### src/shared/apt_pkg.sv
// package for the angular phase timer: register map, field layout, reset values, types
package apt_pkg;

  localparam int APT_CNT_W = 16;

  // register byte offsets
  localparam logic [7:0] APT_CTRL_OFS   = 8'h00;
  localparam logic [7:0] APT_RES_OFS    = 8'h04;
  localparam logic [7:0] APT_PER_OFS    = 8'h08;
  localparam logic [7:0] APT_PHS_OFS    = 8'h0C;
  localparam logic [7:0] APT_IRQ_OFS    = 8'h10;
  localparam logic [7:0] APT_MASK_OFS   = 8'h14;
  localparam logic [7:0] APT_STAT_OFS   = 8'h18;

  // control register fields
  localparam int APT_CTRL_EN_BIT    = 0;
  localparam int APT_CTRL_MULTI_BIT = 1;

  // interrupt flag fields
  localparam int APT_IRQ_PHS_BIT = 0;
  localparam int APT_IRQ_PER_BIT = 1;
  localparam int APT_IRQ_MISS_BIT = 2;
  localparam int APT_IRQ_W       = 3;

  // reset values
  localparam logic [15:0] APT_RES_RST  = 16'h0000;
  localparam logic [1:0]  APT_CTRL_RST = 2'h0;

  // missing pulse: interval exceeds previous by half again (period_value * 3/2)
  localparam int APT_MISS_NUM_SHIFT = 1;

  // input synchroniser depth
  localparam int APT_SYNC_STAGES = 3;

  typedef enum logic [2:0] {
    APT_ST_IDLE  = 3'b001,
    APT_ST_LEARN = 3'b010,
    APT_ST_RUN   = 3'b100
  } apt_state_e;

  typedef struct packed {
    logic        enable;
    logic        multi_pulse;
  } apt_ctrl_s;

  typedef struct packed {
    logic        edge_seen;
    logic        missing_seen;
  } apt_edge_s;

endpackage : apt_pkg

### src/design/apt_in_sync.sv
// three-stage synchroniser with agreement filter and rising-edge pulse
`timescale 1ns/100ps
`default_nettype none
module apt_in_sync
  import apt_pkg::*;
(
  input  wire logic mclk,
  input  wire logic nrst,
  input  wire logic async_in,
  output logic      level_out,
  output logic      rise_pulse
);

  logic [2:0] sync_reg;
  logic       level_reg;

  // stage 0 feeds only stage 1; stages 1 and 2 must agree before a change counts
  always_ff @(posedge mclk) begin
    if (!nrst) begin
      sync_reg  <= 3'h0;
      level_reg <= 1'b0;
    end else begin
      sync_reg <= {sync_reg[1:0], async_in};
      if (sync_reg[1] == sync_reg[2]) begin
        level_reg <= sync_reg[2];
      end
    end
  end

  assign level_out  = level_reg;
  assign rise_pulse = (sync_reg[1] == sync_reg[2]) && sync_reg[2] && !level_reg;

endmodule : apt_in_sync
`default_nettype wire

### src/design/apt_angular_timer.sv
// angular phase timer with axi4-lite register slave
// Functional notes
// module clock divided by resolution plus one
// software writes resolution as steps minus one
// input edge captures period counter value
// phase clock divides by period value plus one
// phase event counts, pulses, sets flag
// one phase pulse per phase increment
// single-pulse: phase stops at resolution, input clears
// phase count readable; needs slow phase clock
// multi-pulse: capture every pulse except after gap
// pulse after gap: period pulse, flag, phase reset
// period clock spans gap to gap
// mode bit selects; gap is interval over 1.5 periods
`timescale 1ns/100ps
`default_nettype none
module apt_angular_timer
  import apt_pkg::*;
#(
  parameter int CNT_W = APT_CNT_W
)
(
  input  wire logic        mclk,
  input  wire logic        nrst,
  input  wire logic        measured_input,
  output logic             phase_clock_out,
  output logic             period_clock_out,
  output logic             irq,
  input  wire logic [7:0]  s_axi_awaddr,
  input  wire logic        s_axi_awvalid,
  output logic             s_axi_awready,
  input  wire logic [31:0] s_axi_wdata,
  input  wire logic [3:0]  s_axi_wstrb,
  input  wire logic        s_axi_wvalid,
  output logic             s_axi_wready,
  output logic [1:0]       s_axi_bresp,
  output logic             s_axi_bvalid,
  input  wire logic        s_axi_bready,
  input  wire logic [7:0]  s_axi_araddr,
  input  wire logic        s_axi_arvalid,
  output logic             s_axi_arready,
  output logic [31:0]      s_axi_rdata,
  output logic [1:0]       s_axi_rresp,
  output logic             s_axi_rvalid,
  input  wire logic        s_axi_rready
);

  function automatic logic is_mapped(input logic [7:0] a);
    is_mapped = (a == APT_CTRL_OFS) || (a == APT_RES_OFS) || (a == APT_PER_OFS) ||
                (a == APT_PHS_OFS) || (a == APT_IRQ_OFS) || (a == APT_MASK_OFS) ||
                (a == APT_STAT_OFS);
  endfunction : is_mapped

  ////////////////////////////////////////////////////////////////////////////
  // registers and state
  apt_ctrl_s              ctrl_reg;
  logic [CNT_W-1:0]       resolution_value_reg;
  logic [CNT_W-1:0]       period_value_reg;
  logic [CNT_W-1:0]       period_cnt_reg;
  logic [CNT_W-1:0]       res_div_reg;
  logic [CNT_W-1:0]       phs_div_reg;
  logic [CNT_W-1:0]       phase_count_reg;
  logic [APT_IRQ_W-1:0]   timer_interrupt_flags_0_reg;
  logic [APT_IRQ_W-1:0]   irq_mask_reg;
  logic                   phase_clock_reg;
  logic                   period_clock_reg;
  logic                   after_gap_reg;
  apt_state_e             state_reg;

  logic                   in_level;
  logic                   in_rise;
  logic                   res_tick;
  logic                   phs_tick;
  logic                   gap_now;
  logic                   phase_full;
  logic [CNT_W+1:0]       gap_limit;
  apt_edge_s              edge_ev;

  apt_in_sync u_sync (
    .mclk       (mclk),
    .nrst       (nrst),
    .async_in   (measured_input),
    .level_out  (in_level),
    .rise_pulse (in_rise)
  );

  ////////////////////////////////////////////////////////////////////////////
  // gap detection and edge classification
  // gap is judged on the running period count so no extra timer is needed
  assign gap_limit = {2'b00, period_value_reg} + ({2'b00, period_value_reg} >> APT_MISS_NUM_SHIFT);
  assign gap_now   = ctrl_reg.multi_pulse && (state_reg == APT_ST_RUN) &&
                     ({2'b00, period_cnt_reg} > gap_limit);
  assign edge_ev.edge_seen    = in_rise && ctrl_reg.enable;
  assign edge_ev.missing_seen = after_gap_reg || gap_now;

  always_ff @(posedge mclk) begin
    if (!nrst) begin
      state_reg <= APT_ST_IDLE;
    end else begin
      case (state_reg)
        APT_ST_IDLE:  if (edge_ev.edge_seen) begin
                        state_reg <= APT_ST_LEARN;
                      end
        APT_ST_LEARN: if (edge_ev.edge_seen) begin
                        state_reg <= APT_ST_RUN;
                      end
        APT_ST_RUN:   if (!ctrl_reg.enable) begin
                        state_reg <= APT_ST_IDLE;
                      end
        default:      state_reg <= APT_ST_IDLE;
      endcase
      if (!ctrl_reg.enable) begin
        state_reg <= APT_ST_IDLE;
      end
    end
  end

  // remembers that a gap has been seen until the next input pulse
  always_ff @(posedge mclk) begin
    if (!nrst) begin
      after_gap_reg <= 1'b0;
    end else if (edge_ev.edge_seen || !ctrl_reg.enable || !ctrl_reg.multi_pulse) begin
      after_gap_reg <= 1'b0;
    end else if (gap_now) begin
      after_gap_reg <= 1'b1;
    end
  end

  ////////////////////////////////////////////////////////////////////////////
  // resolution divider and period counter
  assign res_tick = ctrl_reg.enable && (res_div_reg == resolution_value_reg);

  always_ff @(posedge mclk) begin
    if (!nrst || !ctrl_reg.enable) begin
      res_div_reg <= '0;
    end else if (edge_ev.edge_seen) begin
      res_div_reg <= '0;
    end else if (res_tick) begin
      res_div_reg <= '0;
    end else begin
      res_div_reg <= res_div_reg + 1'b1;
    end
  end

  // in multi-pulse mode the pulse after a gap restarts the count but is not captured;
  // a count left running would keep the gap test true and mark every later pulse as a gap
  always_ff @(posedge mclk) begin
    if (!nrst || !ctrl_reg.enable) begin
      period_cnt_reg   <= '0;
      period_value_reg <= '0;
    end else if (edge_ev.edge_seen) begin
      if (!(ctrl_reg.multi_pulse && edge_ev.missing_seen)) begin
        period_value_reg <= period_cnt_reg;
      end
      period_cnt_reg <= '0;
    end else if (res_tick && (period_cnt_reg != {CNT_W{1'b1}})) begin
      period_cnt_reg <= period_cnt_reg + 1'b1;
    end
  end

  ////////////////////////////////////////////////////////////////////////////
  // phase divider, phase counter and output clocks
  assign phs_tick   = ctrl_reg.enable && (state_reg == APT_ST_RUN) && (phs_div_reg == period_value_reg);
  assign phase_full = !ctrl_reg.multi_pulse && (phase_count_reg == resolution_value_reg);

  logic phase_reset;
  assign phase_reset = edge_ev.edge_seen &&
                       (!ctrl_reg.multi_pulse || edge_ev.missing_seen);

  always_ff @(posedge mclk) begin
    if (!nrst || state_reg != APT_ST_RUN) begin
      phs_div_reg <= '0;
    end else if (phase_reset || phs_tick) begin
      phs_div_reg <= '0;
    end else begin
      phs_div_reg <= phs_div_reg + 1'b1;
    end
  end

  always_ff @(posedge mclk) begin
    if (!nrst || !ctrl_reg.enable) begin
      phase_count_reg <= '0;
    end else if (phase_reset) begin
      phase_count_reg <= '0;
    end else if (phs_tick && !phase_full) begin
      phase_count_reg <= phase_count_reg + 1'b1;
    end
  end

  // one pulse per increment; a held phase counter emits no pulse
  always_ff @(posedge mclk) begin
    if (!nrst) begin
      phase_clock_reg  <= 1'b0;
      period_clock_reg <= 1'b0;
    end else begin
      phase_clock_reg  <= phs_tick && !phase_reset && !phase_full;
      period_clock_reg <= phase_reset && ctrl_reg.multi_pulse;
    end
  end

  assign phase_clock_out  = phase_clock_reg;
  assign period_clock_out = period_clock_reg;

  ////////////////////////////////////////////////////////////////////////////
  // interrupt flags: set wins over write-one-to-clear
  logic [APT_IRQ_W-1:0] irq_set;
  logic [APT_IRQ_W-1:0] irq_clr;
  logic                 wr_fire;
  logic [7:0]           aw_addr_reg;
  logic [31:0]          w_data_reg;
  logic                 aw_have_reg;
  logic                 w_have_reg;

  assign irq_set[APT_IRQ_PHS_BIT]  = phs_tick && !phase_reset && !phase_full;
  assign irq_set[APT_IRQ_PER_BIT]  = phase_reset && ctrl_reg.multi_pulse;
  assign irq_set[APT_IRQ_MISS_BIT] = gap_now && !after_gap_reg;
  assign irq_clr = (wr_fire && aw_addr_reg == APT_IRQ_OFS) ? w_data_reg[APT_IRQ_W-1:0] : '0;

  always_ff @(posedge mclk) begin
    if (!nrst) begin
      timer_interrupt_flags_0_reg <= '0;
    end else begin
      timer_interrupt_flags_0_reg <= (timer_interrupt_flags_0_reg & ~irq_clr) | irq_set;
    end
  end

  assign irq = |(timer_interrupt_flags_0_reg & irq_mask_reg);

  ////////////////////////////////////////////////////////////////////////////
  // axi4-lite write channel: address and data taken in either order
  assign s_axi_awready = !aw_have_reg && !s_axi_bvalid;
  assign s_axi_wready  = !w_have_reg && !s_axi_bvalid;
  assign wr_fire       = aw_have_reg && w_have_reg && !s_axi_bvalid;

  always_ff @(posedge mclk) begin
    if (!nrst) begin
      aw_have_reg  <= 1'b0;
      w_have_reg   <= 1'b0;
      aw_addr_reg  <= 8'h00;
      w_data_reg   <= 32'h0000_0000;
      s_axi_bvalid <= 1'b0;
      s_axi_bresp  <= 2'b00;
    end else begin
      if (s_axi_awvalid && s_axi_awready) begin
        aw_have_reg <= 1'b1;
        aw_addr_reg <= {s_axi_awaddr[7:2], 2'b00};
      end
      if (s_axi_wvalid && s_axi_wready) begin
        w_have_reg <= 1'b1;
        w_data_reg <= s_axi_wdata;
      end
      if (wr_fire) begin
        aw_have_reg  <= 1'b0;
        w_have_reg   <= 1'b0;
        s_axi_bvalid <= 1'b1;
        s_axi_bresp  <= is_mapped(aw_addr_reg) ? 2'b00 : 2'b10;
      end else if (s_axi_bvalid && s_axi_bready) begin
        s_axi_bvalid <= 1'b0;
      end
    end
  end

  // byte strobes are honoured by the write-lane merge; only low lanes are stored
  logic [31:0] wmask;
  always_comb begin
    wmask = 32'h0000_0000;
    for (int i = 0; i < 4; i++) begin
      wmask[i*8 +: 8] = {8{s_axi_wstrb[i]}};
    end
  end

  logic [31:0] wstrb_reg_mask;
  always_ff @(posedge mclk) begin
    if (!nrst) begin
      wstrb_reg_mask <= 32'h0000_0000;
    end else if (s_axi_wvalid && s_axi_wready) begin
      wstrb_reg_mask <= wmask;
    end
  end

  always_ff @(posedge mclk) begin
    if (!nrst) begin
      ctrl_reg             <= APT_CTRL_RST;
      resolution_value_reg <= APT_RES_RST[CNT_W-1:0];
      irq_mask_reg         <= '0;
    end else if (wr_fire) begin
      case (aw_addr_reg)
        APT_CTRL_OFS: if (wstrb_reg_mask[0]) begin
                        ctrl_reg.enable      <= w_data_reg[APT_CTRL_EN_BIT];
                        ctrl_reg.multi_pulse <= w_data_reg[APT_CTRL_MULTI_BIT];
                      end
        APT_RES_OFS:  resolution_value_reg <= (resolution_value_reg & ~wstrb_reg_mask[CNT_W-1:0]) |
                                              (w_data_reg[CNT_W-1:0] & wstrb_reg_mask[CNT_W-1:0]);
        APT_MASK_OFS: if (wstrb_reg_mask[0]) begin
                        irq_mask_reg <= w_data_reg[APT_IRQ_W-1:0];
                      end
        default:      ctrl_reg <= ctrl_reg;
      endcase
    end
  end

  ////////////////////////////////////////////////////////////////////////////
  // axi4-lite read channel: one cycle after the address is taken
  assign s_axi_arready = !s_axi_rvalid;

  logic [31:0] rd_mux;
  always_comb begin
    rd_mux = 32'h0000_0000;
    case (s_axi_araddr & 8'hFC)
      APT_CTRL_OFS: rd_mux = {30'h0, ctrl_reg.multi_pulse, ctrl_reg.enable};
      APT_RES_OFS:  rd_mux[CNT_W-1:0] = resolution_value_reg;
      APT_PER_OFS:  rd_mux[CNT_W-1:0] = period_value_reg;
      APT_PHS_OFS:  rd_mux[CNT_W-1:0] = phase_count_reg;
      APT_IRQ_OFS:  rd_mux[APT_IRQ_W-1:0] = timer_interrupt_flags_0_reg;
      APT_MASK_OFS: rd_mux[APT_IRQ_W-1:0] = irq_mask_reg;
      APT_STAT_OFS: rd_mux = {28'h0, after_gap_reg, state_reg};
      default:      rd_mux = 32'h0000_0000;
    endcase
  end

  always_ff @(posedge mclk) begin
    if (!nrst) begin
      s_axi_rvalid <= 1'b0;
      s_axi_rdata  <= 32'h0000_0000;
      s_axi_rresp  <= 2'b00;
    end else if (s_axi_arvalid && s_axi_arready) begin
      s_axi_rvalid <= 1'b1;
      s_axi_rdata  <= rd_mux;
      s_axi_rresp  <= is_mapped(s_axi_araddr & 8'hFC) ? 2'b00 : 2'b10;
    end else if (s_axi_rvalid && s_axi_rready) begin
      s_axi_rvalid <= 1'b0;
    end
  end
endmodule : apt_angular_timer
`default_nettype wire

### config.mk
export PLATFORM = sky130hd
export DESIGN_NAME = apt_angular_timer
export DESIGN_NICKNAME = d
export VERILOG_FILES = /design/src/shared/apt_pkg.sv /design/src/design/apt_in_sync.sv /design/src/design/apt_angular_timer.sv
export SDC_FILE = /design/constraint.sdc
export NUM_CORES = 1
export LEC_CHECK = 0
export BUFFER_PORTS_ARGS = -buffer_cell sky130_fd_sc_hd__clkbuf_2
export CAP_MARGIN = 15
export CELL_PAD_IN_SITES_DETAIL_PLACEMENT = 0
export CELL_PAD_IN_SITES_GLOBAL_PLACEMENT = 2
export CORE_AREA = 2 2 183 140
export CTS_CLUSTER_DIAMETER = 200
export CTS_CLUSTER_SIZE = 25
export DETAILED_ROUTE_END_ITERATION = 10
export DIE_AREA = 0 0 185 142
export PLACE_DENSITY_LB_ADDON = 0.15
export SYNTH_ARGS = -nofsm -noshare
export SYNTH_HDL_FRONTEND = slang
export SYNTH_HIERARCHICAL = 1
export SYNTH_SLANG_ARGS = --single-unit
### constraint.sdc
create_clock -name mclk -period 9.41 [get_ports mclk]
set_input_delay 1.4115 -clock mclk [delete_from_list [all_inputs] [get_ports mclk]]
set_output_delay 1.4115 -clock mclk [all_outputs]
set_load 0.01 [all_outputs]
==> flow_metrics.env, run 1 <==
export IMPL_period_share_pct=54.0
export IMPL_timing_fmax_mhz=197
export IMPL_p_clk_share_pct=49.2
export IMPL_synth_area_leader_cell="dfxtp_1"
export IMPL_cts_tree="done"
export IMPL_layout_min_cycle_time_ps=5080
export IMPL_slowest_delay_ps=710
export IMPL_grt_use_total_pct=18.4
export IMPL_grt_antenna_before_repair=0
export IMPL_worstPathMaxFanout=16
export IMPL_slew_headroom_pct=28.2
export IMPL_outcome="finished clean"
export IMPL_power_w=0.00147
export IMPL_post_cts_buffers=0
export IMPL_synth_cell_type_count=64
export IMPL_synth_area_per_cell_um2=8.61
export IMPL_leakagePower_nw=3.60
export IMPL_clock_path_buffers=2
export IMPL_end_kind="flip-flop"
export IMPL_viasPerCell=4.81
export IMPL_synth_flop_cell="dfxtp_1"
export IMPL_dr_total_vias=6656
export IMPL_ys_seq_elements=160
export IMPL_die_w_um=185
export IMPL_hold_class="reg -> reg"
export IMPL_tightest_slew_ps=1070
export IMPL_drc=0
export IMPL_cts_htree_levels=4
export IMPL_hold_ws_ps=436
export IMPL_fin_nets=1130
export IMPL_synth_top_area_share_pct=37.8
export IMPL_worst_ir_drop_vdd_v=0.000130
export IMPL_swShare_pct=24.3
export IMPL_ios=104
export IMPL_worstPathRequired_ps=9700
export IMPL_synth_edf_count=0
export IMPL_slowest_stage="o21ai_2"
export IMPL_yosysMostFrequentCell="nor2_1"
export IMPL_fill_cells=2617
export IMPL_seqPwrFrac_pct=47.1
export IMPL_port_buffers=63
export IMPL_insertion_delay_ps=440
export IMPL_finalHoldViolations=0
export IMPL_finalSetupTns_ps=0
export IMPL_syn_area_mm2=0.00847
export IMPL_grt_start_max_net_pins=71
export IMPL_rsz0062_at_grt="no"
export IMPL_p_sw_w=0.000359
export IMPL_clock_root_buffer="clkbuf_16"
export IMPL_wl_um=23000
export IMPL_cts_hold_buffers=0
export IMPL_setup_violations=0
export IMPL_numCtsBuffers=17
export IMPL_wl_per_cell_um=16.6
export IMPL_synth_common_cells="164 x nor2_1, 160 x dfxtp_1, 76 x nand2_1"
export IMPL_cts_sinks=160
export IMPL_ys_warn_count=6
export IMPL_ant_nets=0
export IMPL_crit_path_start_kind="flip-flop"
export IMPL_post_cts_resized=0
export IMPL_finClkSkew_ps=9.40
export IMPL_power_internal_w=0.00111
export IMPL_ys_seq_area_share_pct=37.8
export IMPL_arrival_ps=5380
export IMPL_path_cells="ha_1 -> fa_1 -> a21o_1 -> a21oi_1 -> o21ai_0 -> a21oi_1 -> o21bai_1 -> a21oi_1 -> xnor2_1 -> ha_1 -> nand4_1 -> nor2_1 -> a221o_1 -> a311oi_2 -> o21bai_1 -> o21ai_2 -> nor2_1"
export IMPL_drive_gt1_share_pct=12.7
export IMPL_syn_instance_count=984
export IMPL_dp_hpwl_um=17100
export IMPL_die_y_um=142
export IMPL_antenna_cells=0
export IMPL_async_reset_ff_share_pct=0
export IMPL_synthTopCellsByArea="dfxtp_1 38%, xnor2_1 7.3%, nor2_1 7.3%"
export IMPL_drv_slew=0
export IMPL_cts_clk_slew_worst_paths_ps=70
export IMPL_critPathKind="reg -> reg"
export IMPL_cap_violations=0
export IMPL_drt_iter0_drc=273
export IMPL_area_growth_synth_to_final_pct=13.8
export IMPL_die_area_mm2=0.0263
export IMPL_initial_core_util_pct=34.5
export IMPL_gp_congestion=0.826
export IMPL_grt_ovfl_total=0
export IMPL_core_mm2=0.0245
export IMPL_grt_pass1_wl_um=37100
export IMPL_cpMostUsedCell="a21oi_1"
export IMPL_fin_util_pct=39.3
export IMPL_combPwrFrac_pct=3.7
export IMPL_drtPass1Iterations=5
export IMPL_powerDensity_mw_per_mm2=153
export IMPL_grt_pass1_vias=6438
export IMPL_num_rows=50
## kinds of logic (layout without fill, tap and decap cells)
logic type	Yosys count	in the layout	synth area share (%)
and+or+nand+nor	394	394	22.0
adders and majority gates	38	38	5.70
AOI/OAI and AO/OA	131	131	9.69
buffers and inverters	79	123	4.52
muxes	67	67	8.42
other	1	18	0.0443
xor gates and xnor gates	114	114	11.8
DFF	160	160	37.8
## per-stage QoR
stage | cells | cell area, um^2 | setup WS, ps
global route | 1383 | 9640 | 3860
detailed placement | 1350 | 9030 | 4310
CTS | 1382 | 9630 | 4310
global placement | 1350 | 9030 | 4360
floorplan | 1001 | 8530 | 5200
finish | 1383 | 9640 | 4330
## metal layers
layer  share of wire (%)  global-route usage (%)  vias to the layer above
met5                   0                       0                        -
met4                0.63                    4.39                        0
met3                 4.3                    3.74                       11
met2                  40                    25.7                      107
met1                  55                    28.6                     3073
li1                    -                       -                     3465
## critical path: cells and delay by family (launching register included)
| family | cells | cell delay [ps] |
|---|---|---|
| XOR/XNOR | 1 | 150 |
| flip-flops | 1 | 410 |
| AND/OR/NAND/NOR | 3 | 260 |
| AO/OA/AOI/OAI | 10 | 3160 |
| adder cells (fa/ha/maj) | 3 | 950 |
## area by class of cell
class | instances | area [um^2] | area share, %
clock buffer | 19 | 443 | 4.60
clock inverter | 13 | 161 | 1.68
sequential | 160 | 3200 | 33.2
multi-input combinational | 762 | 4960 | 51.5
timing repair buffer | 70 | 365 | 3.79
inverter | 21 | 78.8 | 0.818
tap | 338 | 423 | 4.39
## cell usage in the layout (no fill, tap or decap), drive strengths merged, types with 14 or more instances in the layout
master	instances
and3	14
a22oi	15
a21oi	61
inv	30
clkbuf	82
conb	18
nor4	15
nand4	23
dfxtp	160
nor3	19
o21ai	21
xnor2	71
nand2	77
mux2	14
mux2i	51
ha	37
nor2	164
nand3	29
xor2	43
## power groups by stage
stage	combinational [W]	clock, W	sequential (W)
2_1_floorplan	0.0000417	0	0.000708
3_3_place_gp	0.0000547	0	0.000710
3_5_place_dp	0.0000549	0	0.000710
4_1_cts	0.0000550	0.000748	0.000694
5_1_grt	0.0000611	0.000781	0.000695
6_report	0.0000543	0.000725	0.000694
## worst paths after layout
check / from / endpoint / slack, ps / cells after the start
worst max-delay path: period_value_reg[1]$_SDFFE_PN0P_ / phase_count_reg[13]$_SDFFE_PP0P_ / 4330 / 17
worst min-delay path: u_sync/sync_reg[0]$_SDFF_PN0_ / u_sync/sync_reg[1]$_SDFF_PN0_ / 440 / 1
worst max register to register: period_value_reg[1]$_SDFFE_PN0P_ / phase_count_reg[13]$_SDFFE_PP0P_ / 4330 / 17
worst min register to register: u_sync/sync_reg[0]$_SDFF_PN0_ / u_sync/sync_reg[1]$_SDFF_PN0_ / 440 / 1
Note: power is estimated with default switching activity, not from simulation.
==> run 2, diff against run 1 <==
--- a/config.mk
+++ b/config.mk
@@ -9,11 +9,11 @@
 export CAP_MARGIN = 15
 export CELL_PAD_IN_SITES_DETAIL_PLACEMENT = 0
 export CELL_PAD_IN_SITES_GLOBAL_PLACEMENT = 2
-export CORE_AREA = 2 2 183 140
+export CORE_AREA = 2 2 191 146
 export CTS_CLUSTER_DIAMETER = 200
 export CTS_CLUSTER_SIZE = 25
 export DETAILED_ROUTE_END_ITERATION = 10
-export DIE_AREA = 0 0 185 142
+export DIE_AREA = 0 0 193 148
 export PLACE_DENSITY_LB_ADDON = 0.15
 export SYNTH_ARGS = -nofsm -noshare
 export SYNTH_HDL_FRONTEND = slang
==> constraint.sdc (replaced) <==
create_clock -name mclk -period 4.2 [get_ports mclk]
set_input_delay 0.63 -clock mclk [delete_from_list [all_inputs] [get_ports mclk]]
set_output_delay 0.63 -clock mclk [all_outputs]
set_load 0.01 [all_outputs]
==> flow_metrics.env, run 2 (synthesized netlist as in run 1, its figures left out) <==
export IMPL_outcome="finished clean"
export IMPL_end_kind="flip-flop"
export IMPL_clock_path_buffers=2
export IMPL_cts_htree_levels=4
export IMPL_timing_fmax_mhz=240
export IMPL_tightest_slew_ps=872
export IMPL_die_w_um=193
export IMPL_drive_gt1_share_pct=18.1
export IMPL_slew_headroom_pct=41.7
export IMPL_period_share_pct=99.3
export IMPL_ios=104
export IMPL_die_y_um=148
export IMPL_cap_violations=0
export IMPL_leakagePower_nw=3.87
export IMPL_wl_um=24300
export IMPL_cts_clk_slew_worst_paths_ps=60
export IMPL_rsz0062_at_grt="yes"
export IMPL_crit_path_start_kind="flip-flop"
export IMPL_cts_tree="done"
export IMPL_dpl_cell_count=1396
export IMPL_fin_util_pct=38.5
export IMPL_p_sw_w=0.000768
export IMPL_drc=0
export IMPL_gp_congestion=0.787
export IMPL_hold_ws_ps=378
export IMPL_power_internal_w=0.00266
export IMPL_fin_nets=1172
export IMPL_grt_ovfl_total=0
export IMPL_cts_sinks=160
export IMPL_cp_startpoint="period_value_reg[1]$_SDFFE_PN0P_"
export IMPL_worstPathMaxFanout=8
export IMPL_fill_cells=2864
export IMPL_drt_iter0_drc=280
export IMPL_initial_core_util_pct=31.8
export IMPL_seqPwrFrac_pct=45.4
export IMPL_numCtsBuffers=17
export IMPL_min_from="s_axi_rready"
export IMPL_dr_total_vias=6961
export IMPL_stdcell_count=1437
export IMPL_hold_class="in -> reg"
export IMPL_cts_hold_buffers=0
export IMPL_powerDensity_mw_per_mm2=334
export IMPL_port_buffers=63
export IMPL_setup_violations=0
export IMPL_dp_hpwl_um=18000
export IMPL_worst_ir_drop_vdd_v=0.000283
export IMPL_r2r_slack_ps=30
export IMPL_grt_antenna_before_repair=0
export IMPL_clock_root_buffer="clkbuf_16"
export IMPL_ant_nets=0
export IMPL_core_mm2=0.0267
export IMPL_final_common_cell="nor2_1"
export IMPL_layout_min_cycle_time_ps=4170
export IMPL_num_rows=52
export IMPL_viasPerCell=4.84
export IMPL_final_cell_mix="163 x nor2_1, 157 x dfxtp_1, 75 x nand2_1"
export IMPL_antenna_cells=0
export IMPL_drtPass1Iterations=5
export IMPL_area_growth_synth_to_final_pct=21.1
export IMPL_grt_use_total_pct=17.5
export IMPL_critPathKind="reg -> reg"
export IMPL_drv_slew=0
export IMPL_insertion_delay_ps=430
export IMPL_worstPathRequired_ps=4530
export IMPL_finalHoldViolations=0
export IMPL_p_clk_share_pct=50.9
export IMPL_grt_pass1_vias=6421
export IMPL_combPwrFrac_pct=3.7
export IMPL_grt_start_max_net_pins=70
export IMPL_arrival_ps=4500
export IMPL_wl_per_cell_um=16.9
export IMPL_r2r_start="period_value_reg[1]$_SDFFE_PN0P_"
export IMPL_die_area_mm2=0.0286
export IMPL_swShare_pct=22.4
export IMPL_grt_pass1_wl_um=37700
export IMPL_finClkSkew_ps=11.7
## run 2: cell count changes in the layout (fill, tap and decap cells not counted), moves of 5 or more
cell     before  now
inv_6         7    2
a21oi_2       1    6
buf_4         6   40
a21oi_1      60   54
## run 2: repair_timing
action / 4_1_cts / 5_1_grt
endpoints found under the setup margin: 54 / 54
gates resized for setup: 8 / 25
gates cloned: 1 / 2
setup buffers: 1 / 5
pin swaps: 3 / 20
## run 2: path summary, 6_finish.rpt
check | cells past startpoint | endpoint
max | 21 | phs_div_reg[15]$_SDFF_PP0_
min | 2 | s_axi_rvalid$_SDFFE_PN0P_
max reg2reg | 21 | phs_div_reg[15]$_SDFF_PP0_
min reg2reg | 1 | u_sync/sync_reg[1]$_SDFF_PN0_
## run 2: worst max-delay path, stage by stage (launching register included)
cell and delay, ps:
dfxtp_2 340, ha_2 180, fa_2 350, a21o_1 180, a21oi_2 160, o21ai_2 80
buf_4 160, a21oi_4 150, o21bai_2 90, a21oi_2 140, xnor2_1 100, ha_1 340
buf_4 150, nand4_1 80, nor2_1 50, a221o_1 350, a311oi_4 380, o21bai_1 130
buf_4 160, o2111ai_4 240, clkbuf_16 210, nor2_1 40
## run 2: per-stage QoR
stage / setup TNS (ps) / setup slack [ps] / cell area (um^2) / total power (W)
after detailed placement: -4200 / -175 / 9340 / 0.00172
after floorplan: 0 / 56.4 / 8550 / 0.00168
after global placement: -3550 / -151 / 9340 / 0.00172
after global routing: -4460 / -122 / 10300 / 0.00357
final: 0 / 29.1 / 10300 / 0.00343
after CTS: 0 / 22.7 / 10100 / 0.00348
## run 2: metal layers
| layer | track usage [%] | vias up | wire (um) |
|---|---|---|---|
| met2 | 23.4 | 90 | 9750 |
| met1 | 27.8 | 3305 | 13600 |
| li1 | - | 3551 | - |
| met3 | 3.18 | 15 | 619 |
| met5 | 0 | - | 0 |
| met4 | 4.77 | 0 | 280 |
## run 2: cell type report
class                           count  area (um^2)  share of cell area [%]
Clock buffer                       19          443                    4.32
Clock inverter                     12          208                    2.02
Inverter                           21         78.8                   0.768
Multi-Input combinational cell    762         5100                    49.7
Sequential cell                   160         3210                    31.3
Tap cell                          351          439                    4.28
Timing Repair Buffer              112          785                    7.65
## run 2: power by group through the flow
stage	sequential [W]	clock (W)	combinational (W)
2_1_floorplan	0.00159	0	0.0000935
3_3_place_gp	0.00159	0	0.000126
6_report	0.00156	0.00175	0.000126
4_1_cts	0.00156	0.00180	0.000126
5_1_grt	0.00156	0.00186	0.000143
3_5_place_dp	0.00159	0	0.000126
